[src/rtl/mfpm_pkg.sv]
// Purpose: Shared constants and types of the pin and LED multiplexer
// Assumes: 25 MHz pclk, APB with 32-bit data
// Notes: Register offsets are byte addresses
package mfpm_pkg;
  // ----------------------------------------------------------------
  // Timing
  // ----------------------------------------------------------------
  localparam int CLK_PERIOD_NS = 40;
  localparam int BLINK_HALF_MS = 50;
  localparam int BLINK_HALF_CYCLES = (BLINK_HALF_MS * 1000000) / CLK_PERIOD_NS;
  localparam int BLINK_CNT_W = 21;
  localparam logic [1:0] STRAP_WAIT = 2'h3;
  // ----------------------------------------------------------------
  // Registers
  // ----------------------------------------------------------------
  localparam logic [4:0] OFS_CFG = 5'h00;
  localparam logic [4:0] OFS_GPIO_OUT = 5'h04;
  localparam logic [4:0] OFS_GPIO_OE = 5'h08;
  localparam logic [4:0] OFS_GPIO_IN = 5'h0C;
  localparam logic [4:0] OFS_STATUS = 5'h10;
  localparam logic [4:0] OFS_INT_STAT = 5'h14;
  localparam logic [4:0] OFS_INT_EN = 5'h18;
  localparam logic [4:0] OFS_INT_CLR = 5'h1C;
  localparam int CFG_REF_OUT = 1;
  localparam int CFG_WAKE_SEL = 12;
  localparam logic [15:0] CFG_RESET = 16'h0000;
  localparam int GPIO_W = 9;
  localparam int INT_W = 3;
  localparam int INT_WAKE = 0;
  localparam int INT_LINK = 1;
  localparam int INT_COL = 2;
  // ----------------------------------------------------------------
  // Synchronised pin vector layout
  // ----------------------------------------------------------------
  localparam int PIN_W = 13;
  localparam int PIN_USB = 12;
  localparam int PIN_LINK = 11;
  localparam int PIN_SPD = 10;
  localparam int PIN_DUP = 9;
  localparam int PIN_GP0 = 8;
  // Upper group pin roles
  localparam int UP_RXD0 = 7;
  localparam int UP_RXD1 = 6;
  localparam int UP_REF = 5;
  localparam int UP_TXD0 = 4;
  localparam int UP_TXD1 = 3;
  localparam int UP_TXEN = 2;
  localparam int UP_CRSDV = 1;
  localparam int UP_GP = 0;
  localparam logic [7:0] UP_OUT_ROLES = 8'h1C;
  // ----------------------------------------------------------------
  // Operation modes
  // ----------------------------------------------------------------
  typedef enum logic [2:0] {
    MODE_INT_PHY = 3'b001,
    MODE_MAC_RMII = 3'b010,
    MODE_PHY_RMII = 3'b100
  } mfpm_mode_t;
endpackage : mfpm_pkg

[src/rtl/mfpm_sync.sv]
// Purpose: Two-stage synchroniser for pin inputs
// Assumes: Inputs asynchronous to pclk
// Notes: Only the second stage leaves the module
`timescale 1ns/1ns
module mfpm_sync import mfpm_pkg::*; #(
  parameter int W = PIN_W
) (
  // Clock and reset
  input wire logic pclk,
  input wire logic presetn,
  input wire logic ce,
  // Data
  input wire logic [W-1:0] d,
  output logic [W-1:0] q
);
  typedef struct packed {
    logic [W-1:0] s1;
    logic [W-1:0] s2;
  } mfpm_sync_st_t;
  mfpm_sync_st_t st_reg, st_next;

  // Shift one stage per enabled cycle
  always_comb begin
    st_next = st_reg;
    if (ce) begin
      st_next.s1 = d;
      st_next.s2 = st_reg.s1;
    end
  end

  // State register
  always_ff @(posedge pclk or negedge presetn) begin
    if (!presetn) begin
      st_reg <= '0;
    end else begin
      st_reg <= st_next;
    end
  end

  assign q = st_reg.s2;
endmodule : mfpm_sync

[src/rtl/mfpm_blink.sv]
// Purpose: Square wave for LED blinking
// Assumes: HALF is at least 2
// Notes: Phase flips every HALF enabled cycles
`timescale 1ns/1ns
module mfpm_blink import mfpm_pkg::*; #(
  parameter logic [BLINK_CNT_W-1:0] HALF = BLINK_CNT_W'(BLINK_HALF_CYCLES)
) (
  // Clock and reset
  input wire logic pclk,
  input wire logic presetn,
  input wire logic ce,
  // Phase
  output logic phase
);
  typedef struct packed {
    logic [BLINK_CNT_W-1:0] cnt;
    logic phase;
  } mfpm_blink_st_t;
  mfpm_blink_st_t st_reg, st_next;

  // Free-running divider; LEDs need no phase alignment
  always_comb begin
    st_next = st_reg;
    if (ce) begin
      if (st_reg.cnt == HALF - BLINK_CNT_W'(1)) begin
        st_next.cnt = '0;
        st_next.phase = !st_reg.phase;
      end else begin
        st_next.cnt = st_reg.cnt + BLINK_CNT_W'(1);
      end
    end
  end

  // State register
  always_ff @(posedge pclk or negedge presetn) begin
    if (!presetn) begin
      st_reg <= '0;
    end else begin
      st_reg <= st_next;
    end
  end

  assign phase = st_reg.phase;
endmodule : mfpm_blink

[src/rtl/mfpm_top.sv]
// Purpose: Multi-function pin, strap and LED multiplexer with APB registers
// Assumes: Pins resolved outside from out/oe; straps pulled while undriven
// Notes: Pins stay undriven until straps are captured after reset
`timescale 1ns/1ns
module mfpm_top import mfpm_pkg::*; #(
  parameter logic [BLINK_CNT_W-1:0] BLINK_HALF = BLINK_CNT_W'(BLINK_HALF_CYCLES)
) (
  // Clock, reset, enable
  input wire logic pclk,
  input wire logic presetn,
  input wire logic ce,
  // APB slave
  input wire logic psel,
  input wire logic penable,
  input wire logic pwrite,
  input wire logic [31:0] paddr,
  input wire logic [31:0] pwdata,
  output logic [31:0] prdata,
  output logic pready,
  output logic pslverr,
  output logic irq,
  // Status from core logic
  input wire logic usb_high_speed,
  input wire logic bulk_out_active,
  input wire logic link_up,
  input wire logic phy_activity,
  input wire logic speed_100,
  input wire logic full_duplex,
  input wire logic collision,
  input wire logic wake_detected,
  // Core side of the RMII and management
  input wire logic [1:0] mac_tx_data,
  input wire logic mac_tx_en,
  input wire logic ref_clk_src,
  input wire logic mgmt_data_out,
  input wire logic mgmt_data_oe,
  input wire logic mgmt_clock_src,
  output logic [1:0] mac_rx_data,
  output logic mac_rx_valid,
  output logic ref_clk_in,
  output logic mgmt_data_in,
  output logic mgmt_clock_level,
  output logic mgmt_clock_rise,
  // Pins
  input wire logic usb_led_mode_strap_in,
  output logic usb_led_mode_strap_out,
  output logic usb_led_mode_strap_oe,
  input wire logic link_led_iface_strap_in,
  output logic link_led_iface_strap_out,
  output logic link_led_iface_strap_oe,
  input wire logic speed_led_mgmt_data_in,
  output logic speed_led_mgmt_data_out,
  output logic speed_led_mgmt_data_oe,
  input wire logic duplex_led_mgmt_clock_in,
  output logic duplex_led_mgmt_clock_out,
  output logic duplex_led_mgmt_clock_oe,
  input wire logic gp_pin_zero_wake_in,
  output logic gp_pin_zero_wake_out,
  output logic gp_pin_zero_wake_oe,
  input wire logic [7:0] upper_multifunction_group_in,
  output logic [7:0] upper_multifunction_group_out,
  output logic [7:0] upper_multifunction_group_oe
);
  // ----------------------------------------------------------------
  // State
  // ----------------------------------------------------------------
  typedef struct packed {
    logic [15:0] cfg;
    logic [GPIO_W-1:0] gpio_out;
    logic [GPIO_W-1:0] gpio_oe;
    logic [INT_W-1:0] int_stat;
    logic [INT_W-1:0] int_en;
    logic [1:0] strap_cnt;
    logic strap_done;
    mfpm_mode_t mode;
    logic pready;
    logic pslverr;
    logic [31:0] prdata;
    logic irq;
    logic [3:0] led_o;
    logic [3:0] led_oe;
    logic gp0_o;
    logic gp0_oe;
    logic [7:0] up_o;
    logic [7:0] up_oe;
    logic [1:0] rx_data;
    logic rx_valid;
    logic ref_in;
    logic mdio_in;
    logic mdc_lvl;
    logic mdc_rise;
    logic wake_q;
    logic link_q;
    logic col_q;
  } mfpm_st_t;
  mfpm_st_t st_reg, st_next;
  logic [PIN_W-1:0] pins_s;
  logic blink;
  logic acc;
  logic [INT_W-1:0] int_set;
  logic [INT_W-1:0] int_clr;

  // ----------------------------------------------------------------
  // Synchronisers and blink source
  // ----------------------------------------------------------------
  mfpm_sync #(.W(PIN_W)) u_sync (
    .pclk(pclk),
    .presetn(presetn),
    .ce(ce),
    .d({usb_led_mode_strap_in, link_led_iface_strap_in, speed_led_mgmt_data_in,
        duplex_led_mgmt_clock_in, gp_pin_zero_wake_in, upper_multifunction_group_in}),
    .q(pins_s)
  );

  mfpm_blink #(.HALF(BLINK_HALF)) u_blink (
    .pclk(pclk),
    .presetn(presetn),
    .ce(ce),
    .phase(blink)
  );

  // Access phase of an APB transfer completes when our pready is up
  assign acc = psel && penable && st_reg.pready;
  assign int_set = {collision && !st_reg.col_q, link_up != st_reg.link_q, wake_detected && !st_reg.wake_q};
  assign int_clr = (acc && pwrite && paddr[4:0] == OFS_INT_CLR) ? pwdata[INT_W-1:0] : '0;

  // ----------------------------------------------------------------
  // Next state
  // ----------------------------------------------------------------
  always_comb begin
    st_next = st_reg;
    if (ce) begin
      // Bus: one wait state, read data set together with pready
      st_next.pready = psel && penable && !st_reg.pready;
      if (psel && penable && !st_reg.pready) begin
        st_next.prdata = '0;
        st_next.pslverr = 1'b0;
        unique case (paddr[4:0])
          OFS_CFG: st_next.prdata[15:0] = st_reg.cfg;
          OFS_GPIO_OUT: st_next.prdata[GPIO_W-1:0] = st_reg.gpio_out;
          OFS_GPIO_OE: st_next.prdata[GPIO_W-1:0] = st_reg.gpio_oe;
          OFS_GPIO_IN: st_next.prdata[GPIO_W-1:0] = {pins_s[PIN_GP0-1:0], pins_s[PIN_GP0]};
          OFS_STATUS: st_next.prdata[4:0] = {st_reg.strap_done, 1'b0, st_reg.mode};
          OFS_INT_STAT: st_next.prdata[INT_W-1:0] = st_reg.int_stat;
          OFS_INT_EN: st_next.prdata[INT_W-1:0] = st_reg.int_en;
          OFS_INT_CLR: st_next.prdata = '0;
          default: st_next.pslverr = 1'b1;
        endcase
      end else if (acc) begin
        st_next.pslverr = 1'b0;
      end
      if (acc && pwrite) begin
        unique case (paddr[4:0])
          OFS_CFG: st_next.cfg = pwdata[15:0];
          OFS_GPIO_OUT: st_next.gpio_out = pwdata[GPIO_W-1:0];
          OFS_GPIO_OE: st_next.gpio_oe = pwdata[GPIO_W-1:0];
          OFS_INT_EN: st_next.int_en = pwdata[INT_W-1:0];
          default: st_next.cfg = st_reg.cfg;
        endcase
      end
      // Sticky events; a new event beats a clear in the same cycle
      st_next.int_stat = (st_reg.int_stat & ~int_clr) | int_set;
      st_next.irq = |(st_next.int_stat & st_next.int_en);
      st_next.wake_q = wake_detected;
      st_next.link_q = link_up;
      st_next.col_q = collision;
      // Straps: wait for the synchroniser to fill, then capture once
      if (!st_reg.strap_done) begin
        if (st_reg.strap_cnt == STRAP_WAIT) begin
          st_next.strap_done = 1'b1;
          st_next.mdc_lvl = pins_s[PIN_DUP]; // Preload so a pulled-up idle MDC shows no false rise
          if (pins_s[PIN_LINK]) begin
            st_next.mode = MODE_INT_PHY;
          end else if (pins_s[PIN_USB]) begin
            st_next.mode = MODE_MAC_RMII;
          end else begin
            st_next.mode = MODE_PHY_RMII;
          end
        end else begin
          st_next.strap_cnt = st_reg.strap_cnt + 2'h1;
        end
        st_next.led_oe = '0;
        st_next.up_oe = '0;
        st_next.gp0_oe = 1'b0;
      end else begin
        // USB LED: float at full speed, low at high speed, blink on traffic
        st_next.led_o[3] = 1'b0;
        st_next.led_oe[3] = bulk_out_active ? blink : usb_high_speed;
        // Link LED
        st_next.led_oe[2] = 1'b1;
        st_next.led_o[2] = !link_up || (phy_activity && blink);
        // GP pin zero: plain GPIO or wake output
        if (st_reg.cfg[CFG_WAKE_SEL]) begin
          st_next.gp0_oe = 1'b1;
          st_next.gp0_o = wake_detected;
        end else begin
          st_next.gp0_oe = st_reg.gpio_oe[0];
          st_next.gp0_o = st_reg.gpio_out[0];
        end
        if (st_reg.mode == MODE_INT_PHY) begin
          st_next.led_oe[1] = 1'b1;
          st_next.led_o[1] = !speed_100;
          st_next.led_oe[0] = 1'b1;
          st_next.led_o[0] = !(full_duplex || collision);
          st_next.up_o = st_reg.gpio_out[GPIO_W-1:1];
          st_next.up_oe = st_reg.gpio_oe[GPIO_W-1:1];
          st_next.mdc_rise = 1'b0;
        end else begin
          // Management pins
          st_next.led_o[1] = mgmt_data_out;
          st_next.led_oe[1] = mgmt_data_oe;
          st_next.mdio_in = pins_s[PIN_SPD];
          if (st_reg.mode == MODE_MAC_RMII) begin
            st_next.led_oe[0] = 1'b1;
            st_next.led_o[0] = mgmt_clock_src;
            st_next.mdc_rise = 1'b0;
          end else begin
            // External MAC owns MDC; find its rising edges on our clock
            st_next.led_oe[0] = 1'b0;
            st_next.mdc_lvl = pins_s[PIN_DUP];
            st_next.mdc_rise = pins_s[PIN_DUP] && !st_reg.mdc_lvl;
          end
          // Upper group; both modes keep the same pin directions
          st_next.up_oe = UP_OUT_ROLES;
          st_next.up_o = '0;
          st_next.up_o[UP_TXD0] = mac_tx_data[0];
          st_next.up_o[UP_TXD1] = mac_tx_data[1];
          st_next.up_o[UP_TXEN] = mac_tx_en;
          st_next.rx_data = {pins_s[UP_RXD1], pins_s[UP_RXD0]};
          st_next.rx_valid = pins_s[UP_CRSDV];
          // Reference clock is driven when CFG_REF_OUT is set and always sampled; its edges are not resolved at 25 MHz
          st_next.up_oe[UP_REF] = st_reg.cfg[CFG_REF_OUT];
          st_next.up_o[UP_REF] = ref_clk_src;
          st_next.ref_in = pins_s[UP_REF];
          st_next.up_o[UP_GP] = st_reg.gpio_out[1];
          st_next.up_oe[UP_GP] = st_reg.gpio_oe[1];
        end
      end
    end
  end

  // State register
  always_ff @(posedge pclk or negedge presetn) begin
    if (!presetn) begin
      st_reg <= '{cfg: CFG_RESET, mode: MODE_INT_PHY, default: '0};
    end else begin
      st_reg <= st_next;
    end
  end

  // ----------------------------------------------------------------
  // Outputs
  // ----------------------------------------------------------------
  assign prdata = st_reg.prdata;
  assign pready = st_reg.pready;
  assign pslverr = st_reg.pslverr;
  assign irq = st_reg.irq;
  assign usb_led_mode_strap_out = st_reg.led_o[3];
  assign usb_led_mode_strap_oe = st_reg.led_oe[3];
  assign link_led_iface_strap_out = st_reg.led_o[2];
  assign link_led_iface_strap_oe = st_reg.led_oe[2];
  assign speed_led_mgmt_data_out = st_reg.led_o[1];
  assign speed_led_mgmt_data_oe = st_reg.led_oe[1];
  assign duplex_led_mgmt_clock_out = st_reg.led_o[0];
  assign duplex_led_mgmt_clock_oe = st_reg.led_oe[0];
  assign gp_pin_zero_wake_out = st_reg.gp0_o;
  assign gp_pin_zero_wake_oe = st_reg.gp0_oe;
  assign upper_multifunction_group_out = st_reg.up_o;
  assign upper_multifunction_group_oe = st_reg.up_oe;
  assign mac_rx_data = st_reg.rx_data;
  assign mac_rx_valid = st_reg.rx_valid;
  assign ref_clk_in = st_reg.ref_in;
  assign mgmt_data_in = st_reg.mdio_in;
  assign mgmt_clock_level = st_reg.mdc_lvl;
  assign mgmt_clock_rise = st_reg.mdc_rise;

  // ----------------------------------------------------------------
  // Checks
  // ----------------------------------------------------------------
  a_gp0_reset_input: assert property (@(posedge pclk) disable iff (!presetn)
    !st_reg.strap_done |-> !gp_pin_zero_wake_oe) else $error("gp pin zero driven before straps");
  a_wake_out_drive: assert property (@(posedge pclk) disable iff (!presetn)
    ce && st_reg.strap_done && st_reg.cfg[CFG_WAKE_SEL] |=>
    gp_pin_zero_wake_oe && gp_pin_zero_wake_out == $past(wake_detected)) else $error("wake output wrong");
  a_usb_led_speed: assert property (@(posedge pclk) disable iff (!presetn)
    ce && st_reg.strap_done && !bulk_out_active |=>
    usb_led_mode_strap_oe == $past(usb_high_speed) && !usb_led_mode_strap_out) else $error("usb led speed wrong");
  a_usb_led_blink: assert property (@(posedge pclk) disable iff (!presetn)
    ce && st_reg.strap_done && bulk_out_active |=> usb_led_mode_strap_oe == $past(blink))
    else $error("usb led not blinking");
  a_strap_mode: assert property (@(posedge pclk) disable iff (!presetn)
    ce && !st_reg.strap_done && st_reg.strap_cnt == STRAP_WAIT |=> st_reg.strap_done &&
    st_reg.mode == ($past(pins_s[PIN_LINK]) ? MODE_INT_PHY : $past(pins_s[PIN_USB]) ? MODE_MAC_RMII : MODE_PHY_RMII))
    else $error("strap decode wrong");
  a_link_led_up: assert property (@(posedge pclk) disable iff (!presetn)
    ce && st_reg.strap_done && link_up && !phy_activity |=> link_led_iface_strap_oe && !link_led_iface_strap_out)
    else $error("link led not low");
  a_upper_gpio: assert property (@(posedge pclk) disable iff (!presetn)
    ce && st_reg.strap_done && st_reg.mode == MODE_INT_PHY |=>
    upper_multifunction_group_oe == $past(st_reg.gpio_oe[GPIO_W-1:1])) else $error("upper group not gpio");
  a_speed_led: assert property (@(posedge pclk) disable iff (!presetn)
    ce && st_reg.strap_done && st_reg.mode == MODE_INT_PHY |=>
    speed_led_mgmt_data_oe && speed_led_mgmt_data_out == !$past(speed_100)) else $error("speed led wrong");
  a_mdc_direction: assert property (@(posedge pclk) disable iff (!presetn)
    st_reg.strap_done && st_reg.mode == MODE_PHY_RMII |-> !duplex_led_mgmt_clock_oe)
    else $error("mdc driven in phy mode");
  a_ref_direction: assert property (@(posedge pclk) disable iff (!presetn)
    ce && st_reg.strap_done && st_reg.mode != MODE_INT_PHY |=>
    upper_multifunction_group_oe[UP_REF] == $past(st_reg.cfg[CFG_REF_OUT])) else $error("ref clock direction wrong");
  a_rmii_txd_map: assert property (@(posedge pclk) disable iff (!presetn)
    ce && st_reg.strap_done && st_reg.mode != MODE_INT_PHY |=>
    upper_multifunction_group_out[UP_TXD0:UP_TXEN] == $past({mac_tx_data[0], mac_tx_data[1], mac_tx_en}))
    else $error("rmii mapping wrong");
  a_event_set_wins: assert property (@(posedge pclk) disable iff (!presetn)
    ce && int_set[INT_WAKE] |=> st_reg.int_stat[INT_WAKE]) else $error("wake event lost");
endmodule : mfpm_top

[config.mk]
export PLATFORM = sky130hd
export DESIGN_NAME = mfpm_top
export DESIGN_NICKNAME = d
export VERILOG_FILES = /design/src/rtl/mfpm_pkg.sv /design/src/rtl/mfpm_sync.sv /design/src/rtl/mfpm_blink.sv /design/src/rtl/mfpm_top.sv
export SDC_FILE = /design/constraint.sdc
export NUM_CORES = 1
export LEC_CHECK = 0
export BUFFER_PORTS_ARGS = -buffer_cell sky130_fd_sc_hd__buf_2
export CAP_MARGIN = 20
export CORE_MARGIN = 2
export CORE_UTILIZATION = 55
export CTS_BUF_LIST = sky130_fd_sc_hd__clkbuf_8
export DETAILED_ROUTE_END_ITERATION = 10
export PLACE_DENSITY = 0.81
export SKIP_CTS_REPAIR_TIMING = 1
export SYNTH_ARGS = -nofsm -noshare
export SYNTH_HDL_FRONTEND = slang
export SYNTH_SLANG_ARGS = --single-unit
[constraint.sdc]
create_clock -name pclk -period 2.05 [get_ports pclk]
set_clock_uncertainty 0.1 [all_clocks]
set_input_delay 0.1025 -clock pclk [delete_from_list [all_inputs] [get_ports pclk]]
set_output_delay 0.1025 -clock pclk [all_outputs]
set_load 0.02 [all_outputs]
* Word-level counts from Yosys, hierarchy flattened *
Index checks and enable logic that the tools add are counted.

word-level totals
  register bits = 148
  latch bits = 0
  bits in writable memories = 0
  memory bits (read-only) = 0
  input port bits = 98
  output and inout bits = 68
  word-level logic and storage cells = 124
  memories kept = 0

operators by class
  add/sub/neg operators = 2
  multipliers = 0
  divide/modulo/power cells = 0
  $lt $le $gt $ge = 0
  equal/unequal tests = 14
  shift-type cells = 0
  multiplexer cells = 32
  bitwise operators = 7
  reduce and logical (&&, ||, !) cells = 37

operator list
  kind                                                                   number
  21-bit by 1-bit adder with 21-bit output, second input constant        1
  21-bit equality test, second input constant                            1
  21-bit 2-to-1 mux                                                      1
  3-bit one-hot mux with 7 select lines                                  1
  3-bit AND reduction                                                    7
  5-bit equality test, second input constant                             4
  3-bit 2-to-1 mux                                                       6
  16-bit 2-to-1 mux                                                      1
  4-bit one-hot mux with 4 select lines                                  1
  1-bit 2-to-1 mux                                                       13
  4-bit 2-to-1 mux                                                       3
  5-bit by 4-bit equality test with 1-bit output, second input constant  2
  2-bit one-hot mux with 5 select lines                                  1
  1-bit logical AND                                                      9
  1-bit logical NOT                                                      8
  8-bit 2-to-1 mux                                                       1
  2-bit AND reduction                                                    4
  8-bit OR reduction                                                     1
  7-bit 2-to-1 mux                                                       1
  3-bit bitwise AND                                                      2
  2-bit 2-to-1 mux                                                       3
  2-bit nonzero test                                                     3
  5-bit by 3-bit equality test with 1-bit output, second input constant  1
  5-bit logical NOT                                                      1
  other kinds (12)                                                       16

* Depth between registers and ports, before layout *
  depth after elaboration = 10
  gate-level depth with buffers = 7
  gate-level depth less buffers = 6

* Hierarchy *
Synthesis repeated with hierarchy kept, for this count alone.

unflattened totals
  cell total of the unflattened synthesis = 585
  area, all modules = 7193.1 um2

by module, submodules not included
  module      times used  cells an instance  area an instance (um2)  seq. area each (um2)
  mfpm_top    1           406                4904.7                  2503.7
  mfpm_sync   1           68                 1167.4                  650.6
  mfpm_blink  1           111                1121.1                  550.5

* Worst setup path before layout *
No wires, ideal clock.

  path kind = reg-to-reg
  start = register st_reg, in the netlist pready
  end = register st_reg[105] (netlist name)
  library setup time = 0.125 ns
  arrival time = 1.679 ns
  required time = 1.825 ns
  path slack = 0.146 ns
  cell stages (with the launch flop) = 6
  path buffers = 1
  period minus slack after synthesis = 1.904 ns
  cell sequence = dfrtp_1 and4_1 nand2_1 nor4_4 buf_6 mux2_2

between the ends
  word-level cells in the longest chain between the ends = 3

ends and longest elaborated chain
  what                                  line             RTL
  from (decl)                           mfpm_top.sv:96   mfpm_st_t st_reg, st_next;
  from (signal assigned)                mfpm_top.sv:247  st_reg <= st_next;
  1-bit logical AND                     mfpm_top.sv:123  assign acc = psel && penable && st_reg.pready;
  1-bit logical AND                     mfpm_top.sv:152  if (acc && pwrite) begin
  3-bit AND reduction (no source line)  n/a

Every way passes these cells.
A chain may end at the register's enable or synchronous reset.

* Worst setup path after layout *
  start = register u_blink.st_reg[3] (netlist name)
  end = register u_blink.st_reg[18] (netlist name)

between the ends
  word-level cells in the longest chain between the ends = 2
  elaborated cells between the ends (all ways) = 3
  classes of those cells = 1 x add/sub; 1 x eq/ne; 1 x mux

ends and longest elaborated chain
  what                                                                              line                                RTL
  from (decl)                                                                       mfpm_blink.sv:19                    mfpm_blink_st_t st_reg, st_next;
  from (signal assigned)                                                            mfpm_blink.sv:39                    st_reg <= st_next;
  21-bit by 1-bit adder with 21-bit output or 21-bit equality test (tied branches)  mfpm_blink.sv:29, mfpm_blink.sv:25
  21-bit 2-to-1 mux (*)                                                             mfpm_blink.sv:25                    if (st_reg.cnt == HALF - BLINK_CNT_W'(1)) begin

Every way passes the cells marked *; elsewhere a longest branch is shown, timed or not.

==> reports/metrics.csv <==
stage,metric,value,unit
run_status,result of the run,"complete, but fails checks",
run_status,violations in the final reports,negative hold slack,
placed_design,last weighted congestion value of the routability-driven placer,0.912,
yosys,number of instances in the synthesized netlist,581,
grt,overall global routing resource usage,22.8,%
route,DRT Pass-1 Iters,4,
route,number of design-rule violations left by the first detailed-router iteration,286,
timing,unrepaired setup endpoints after global routing,no,
setup_path,Critical path destination,u_blink.st_reg[18],
clocking,number of buffers added by the clock tree synthesis step,17,
power,Max VDD drop,0.000573,V
timing,max frequency,509,MHz
clocking,number of sinks driven by the clock tree,148,
timing,worst hold margin,-15.3,ps
yosys,number of warnings reported in the yosys synthesis log,0,
timing,number of pins exceeding their max-slew limit in the final report,0,
grt,maximum number of pins on one net before global-route repair,48,
die,chip height,116,um
clocking,clock transition at the register clock pins on the worst setup and hold paths after CTS,80,ps
clocking,root buffer selected by CTS,clkbuf_8,
die,standard cell core area,0.0125,mm^2
die,top-level I/O count,166,
setup_path,cell type with the highest occurrence count on the critical path,and4_1,
die,DIE AREA,0.0135,mm^2
final_layout,"top library cells by usage in the layout, fill and taps aside","dfrtp_1 (147), buf_2 (104), mux2_2 (75), nand2_1 (48), dlygate4sd3_1 (48)",
die,Die Span X,116,um
timing,final setup slack of the worst path,87.2,ps
setup_path,cell-by-cell trace of the critical path,and4_1 > and4_1 > or4b_2 > xor2_1 > nor2_1,
placed_design,half-perimeter wire length of the detailed placement result,11000,um
run,count of max-cap constraint violations,0,
final_layout,area grow syn2layout,20.9,%
final_layout,"commonest non-fill, non-tap cell in the layout",dfrtp_1,
grt,global-route wire length before repair,23300,um
final_layout,count of nets after finishing,821,
setup_path,crit end category,register,
setup_path,Worst Setup Path Type,register to register,
power,total leakage power,4.03,nW
setup_path,largest fanout of any net on the critical path,5,
clocking,number of buffers between clock root and the deepest sink,2,
yosys,register bit total from synthesis,148,
yosys,post-synthesis average cell area,11.9,um^2
setup_path,Worst EP required,2260,ps
setup_path,endpoint of the worst-slack reg-to-reg timing path,u_blink.st_reg[18],
yosys,"Distinct cells, synth",53,
grt,via count of the first global-routing pass,4534,
yosys,total standard cell area after synthesis,0.00694,mm^2
setup_path,"Data arrival, critical path",2170,ps
grt,number of antenna violations at the first check in global routing,2,
timing,final critical path time including I/O delays and setup,1960,ps
route,per-cell routed wire length,17.1,um
final_layout,share of cells above drive strength 1,34.1,%
min_path,path type of the worst min-delay path,primary input to register,
setup_path,beginning of the critical path,u_blink.st_reg[3],
yosys,commonest register cell after synthesis,dfrtp_1,
die,Starting Density,55.6,%
yosys,"EDFF count, synth",0,
route,total routed wirelength,15600,um
timing,count of endpoints failing hold in the final timing report,2,
clocking,clock latency on the worst-skew pair,460,ps
grt,remaining global-route overflow,0,
route,vias,4958,
clocking,clock tree from TritonCTS,done,
clocking,CTS H-tree lvls,4,
timing,setup violators final,0,
placed_design,minimum setup slack after placement,92.0,ps
timing,post-route clock period utilization,95.7,%
setup_path,Critical Path Source Type,register,
timing,total negative slack,0,ps
final_layout,Fillers,919,
setup_path,slowest cell delay on critical path,610,ps
timing,worst rel slew slack,58.6,%
placed_design,quantity of I/O buffers inserted on ports,105,
final_layout,flip-flop count of the largest register after layout,49,
yosys,sequential area share after synthesis,53.4,%
route,number of DRC violations after detailed routing,0,
route,number of nets with antenna violations after detailed routing,0,
timing,slew at the pin closest to its max-slew limit,620,ps
yosys,share of async-settable or async-resettable flops after synthesis,100,%
power,power density cells,881,mW/mm^2
setup_path,depth of the most critical reg-to-reg path,5,
route,routed vias/inst,5.46,
setup_path,Reg-to-Reg Start,u_blink.st_reg[3],
setup_path,slowest cell on the critical path,or4b_2,
setup_path,reg-to-reg setup timing slack,90,ps
die,number of cell rows,41,
stage by stage:
stage                     utilization [%]  cells  hold WS, ps  instance area (um^2)  total power [mW]
after global placement               59.9    826        -39.2                  7460              4.83
after floorplan                         -    597         -293                  7000              4.47
after global routing                 67.2    908         8.27                  8380              7.70
after detailed placement             59.9    826        -37.4                  7460              4.91
after CTS                            63.4    858         -535                  7900              7.35
final                                67.2    908        -15.3                  8380              7.39
layout make-up:
type                       count  area [um^2]  area share (%)
sequential                   148         3700            44.2
antenna                        2         5.00          0.0597
inverter                      21         78.8           0.940
multi-input combinational    355         2710            32.3
timing repair buffer         178         1240            14.8
clock inverter                14          188            2.24
clock buffer                  18          248            2.96
tap                          172          215            2.57
cell families (layout without fill, tap and decap cells):
logic type / count (synthesis) / in the layout / share of synthesized area [%]
flops: 148 / 148 / 53.4
simple gates: 147 / 147 / 11.5
mux: 97 / 97 / 17.0
buf+inv: 94 / 231 / 8.42
compound gates: 71 / 71 / 6.60
xor+xnor: 21 / 21 / 2.65
fa+ha+maj: 2 / 2 / 0.361
other cells: 1 / 19 / 0.0541
how the worst min path moves through the flow:
stage,startpoint,to,slack [ps],depth (start not counted)
6_report,paddr[0],prdata[1],-20,4
5_1_grt,ce,u_blink.st_reg[1],8,3
4_1_cts,presetn,speed_led_mgmt_data_out,-540,1
3_5_place_dp,presetn,st_reg[111],-40,1
3_3_place_gp,presetn,st_reg[110],-40,1
2_1_floorplan,presetn,duplex_led_mgmt_clock_oe,-290,0
synth_stat cells, drive strengths merged (11+ instances only):
| master | n | area share, % |
|---|---|---|
| dfrtp | 147 | 53 |
| mux2 | 75 | 12 |
| buf | 58 | 6.3 |
| nand2 | 48 | 2.6 |
| o21ai | 32 | 2.3 |
| nor2 | 29 | 1.6 |
| inv | 21 | 1.1 |
| clkbuf | 15 | 0.96 |
| nand3 | 15 | 1.1 |
| a22o | 14 | 1.8 |
| mux2i | 14 | 2.0 |
| nor3 | 13 | 1.1 |
| xnor2 | 11 | 1.4 |
metal layers:
metal	wire length [um]	track usage [%]	vias to the layer above	part of all wire (%)
met4	444	12.0	0	2.9
met5	0	0	-	0
li1	-	-	2260	-
met1	6640	31.1	2471	43
met2	7600	35.2	193	49
met3	866	4.36	34	5.6
critical path, delay by kind of cell, from the launching register on:
kind,cells,cell delay (ps)
XOR/XNOR,1,150
AND/OR/NAND/NOR,4,1170
flip-flops,1,420
power breakdown:
part,total (mW),internal (mW),switching (mW)
logic,1.43,0.610,0.818
clock network,2.44,1.35,1.09
registers,3.52,3.25,0.264
(Power assumes the default switching activity.)
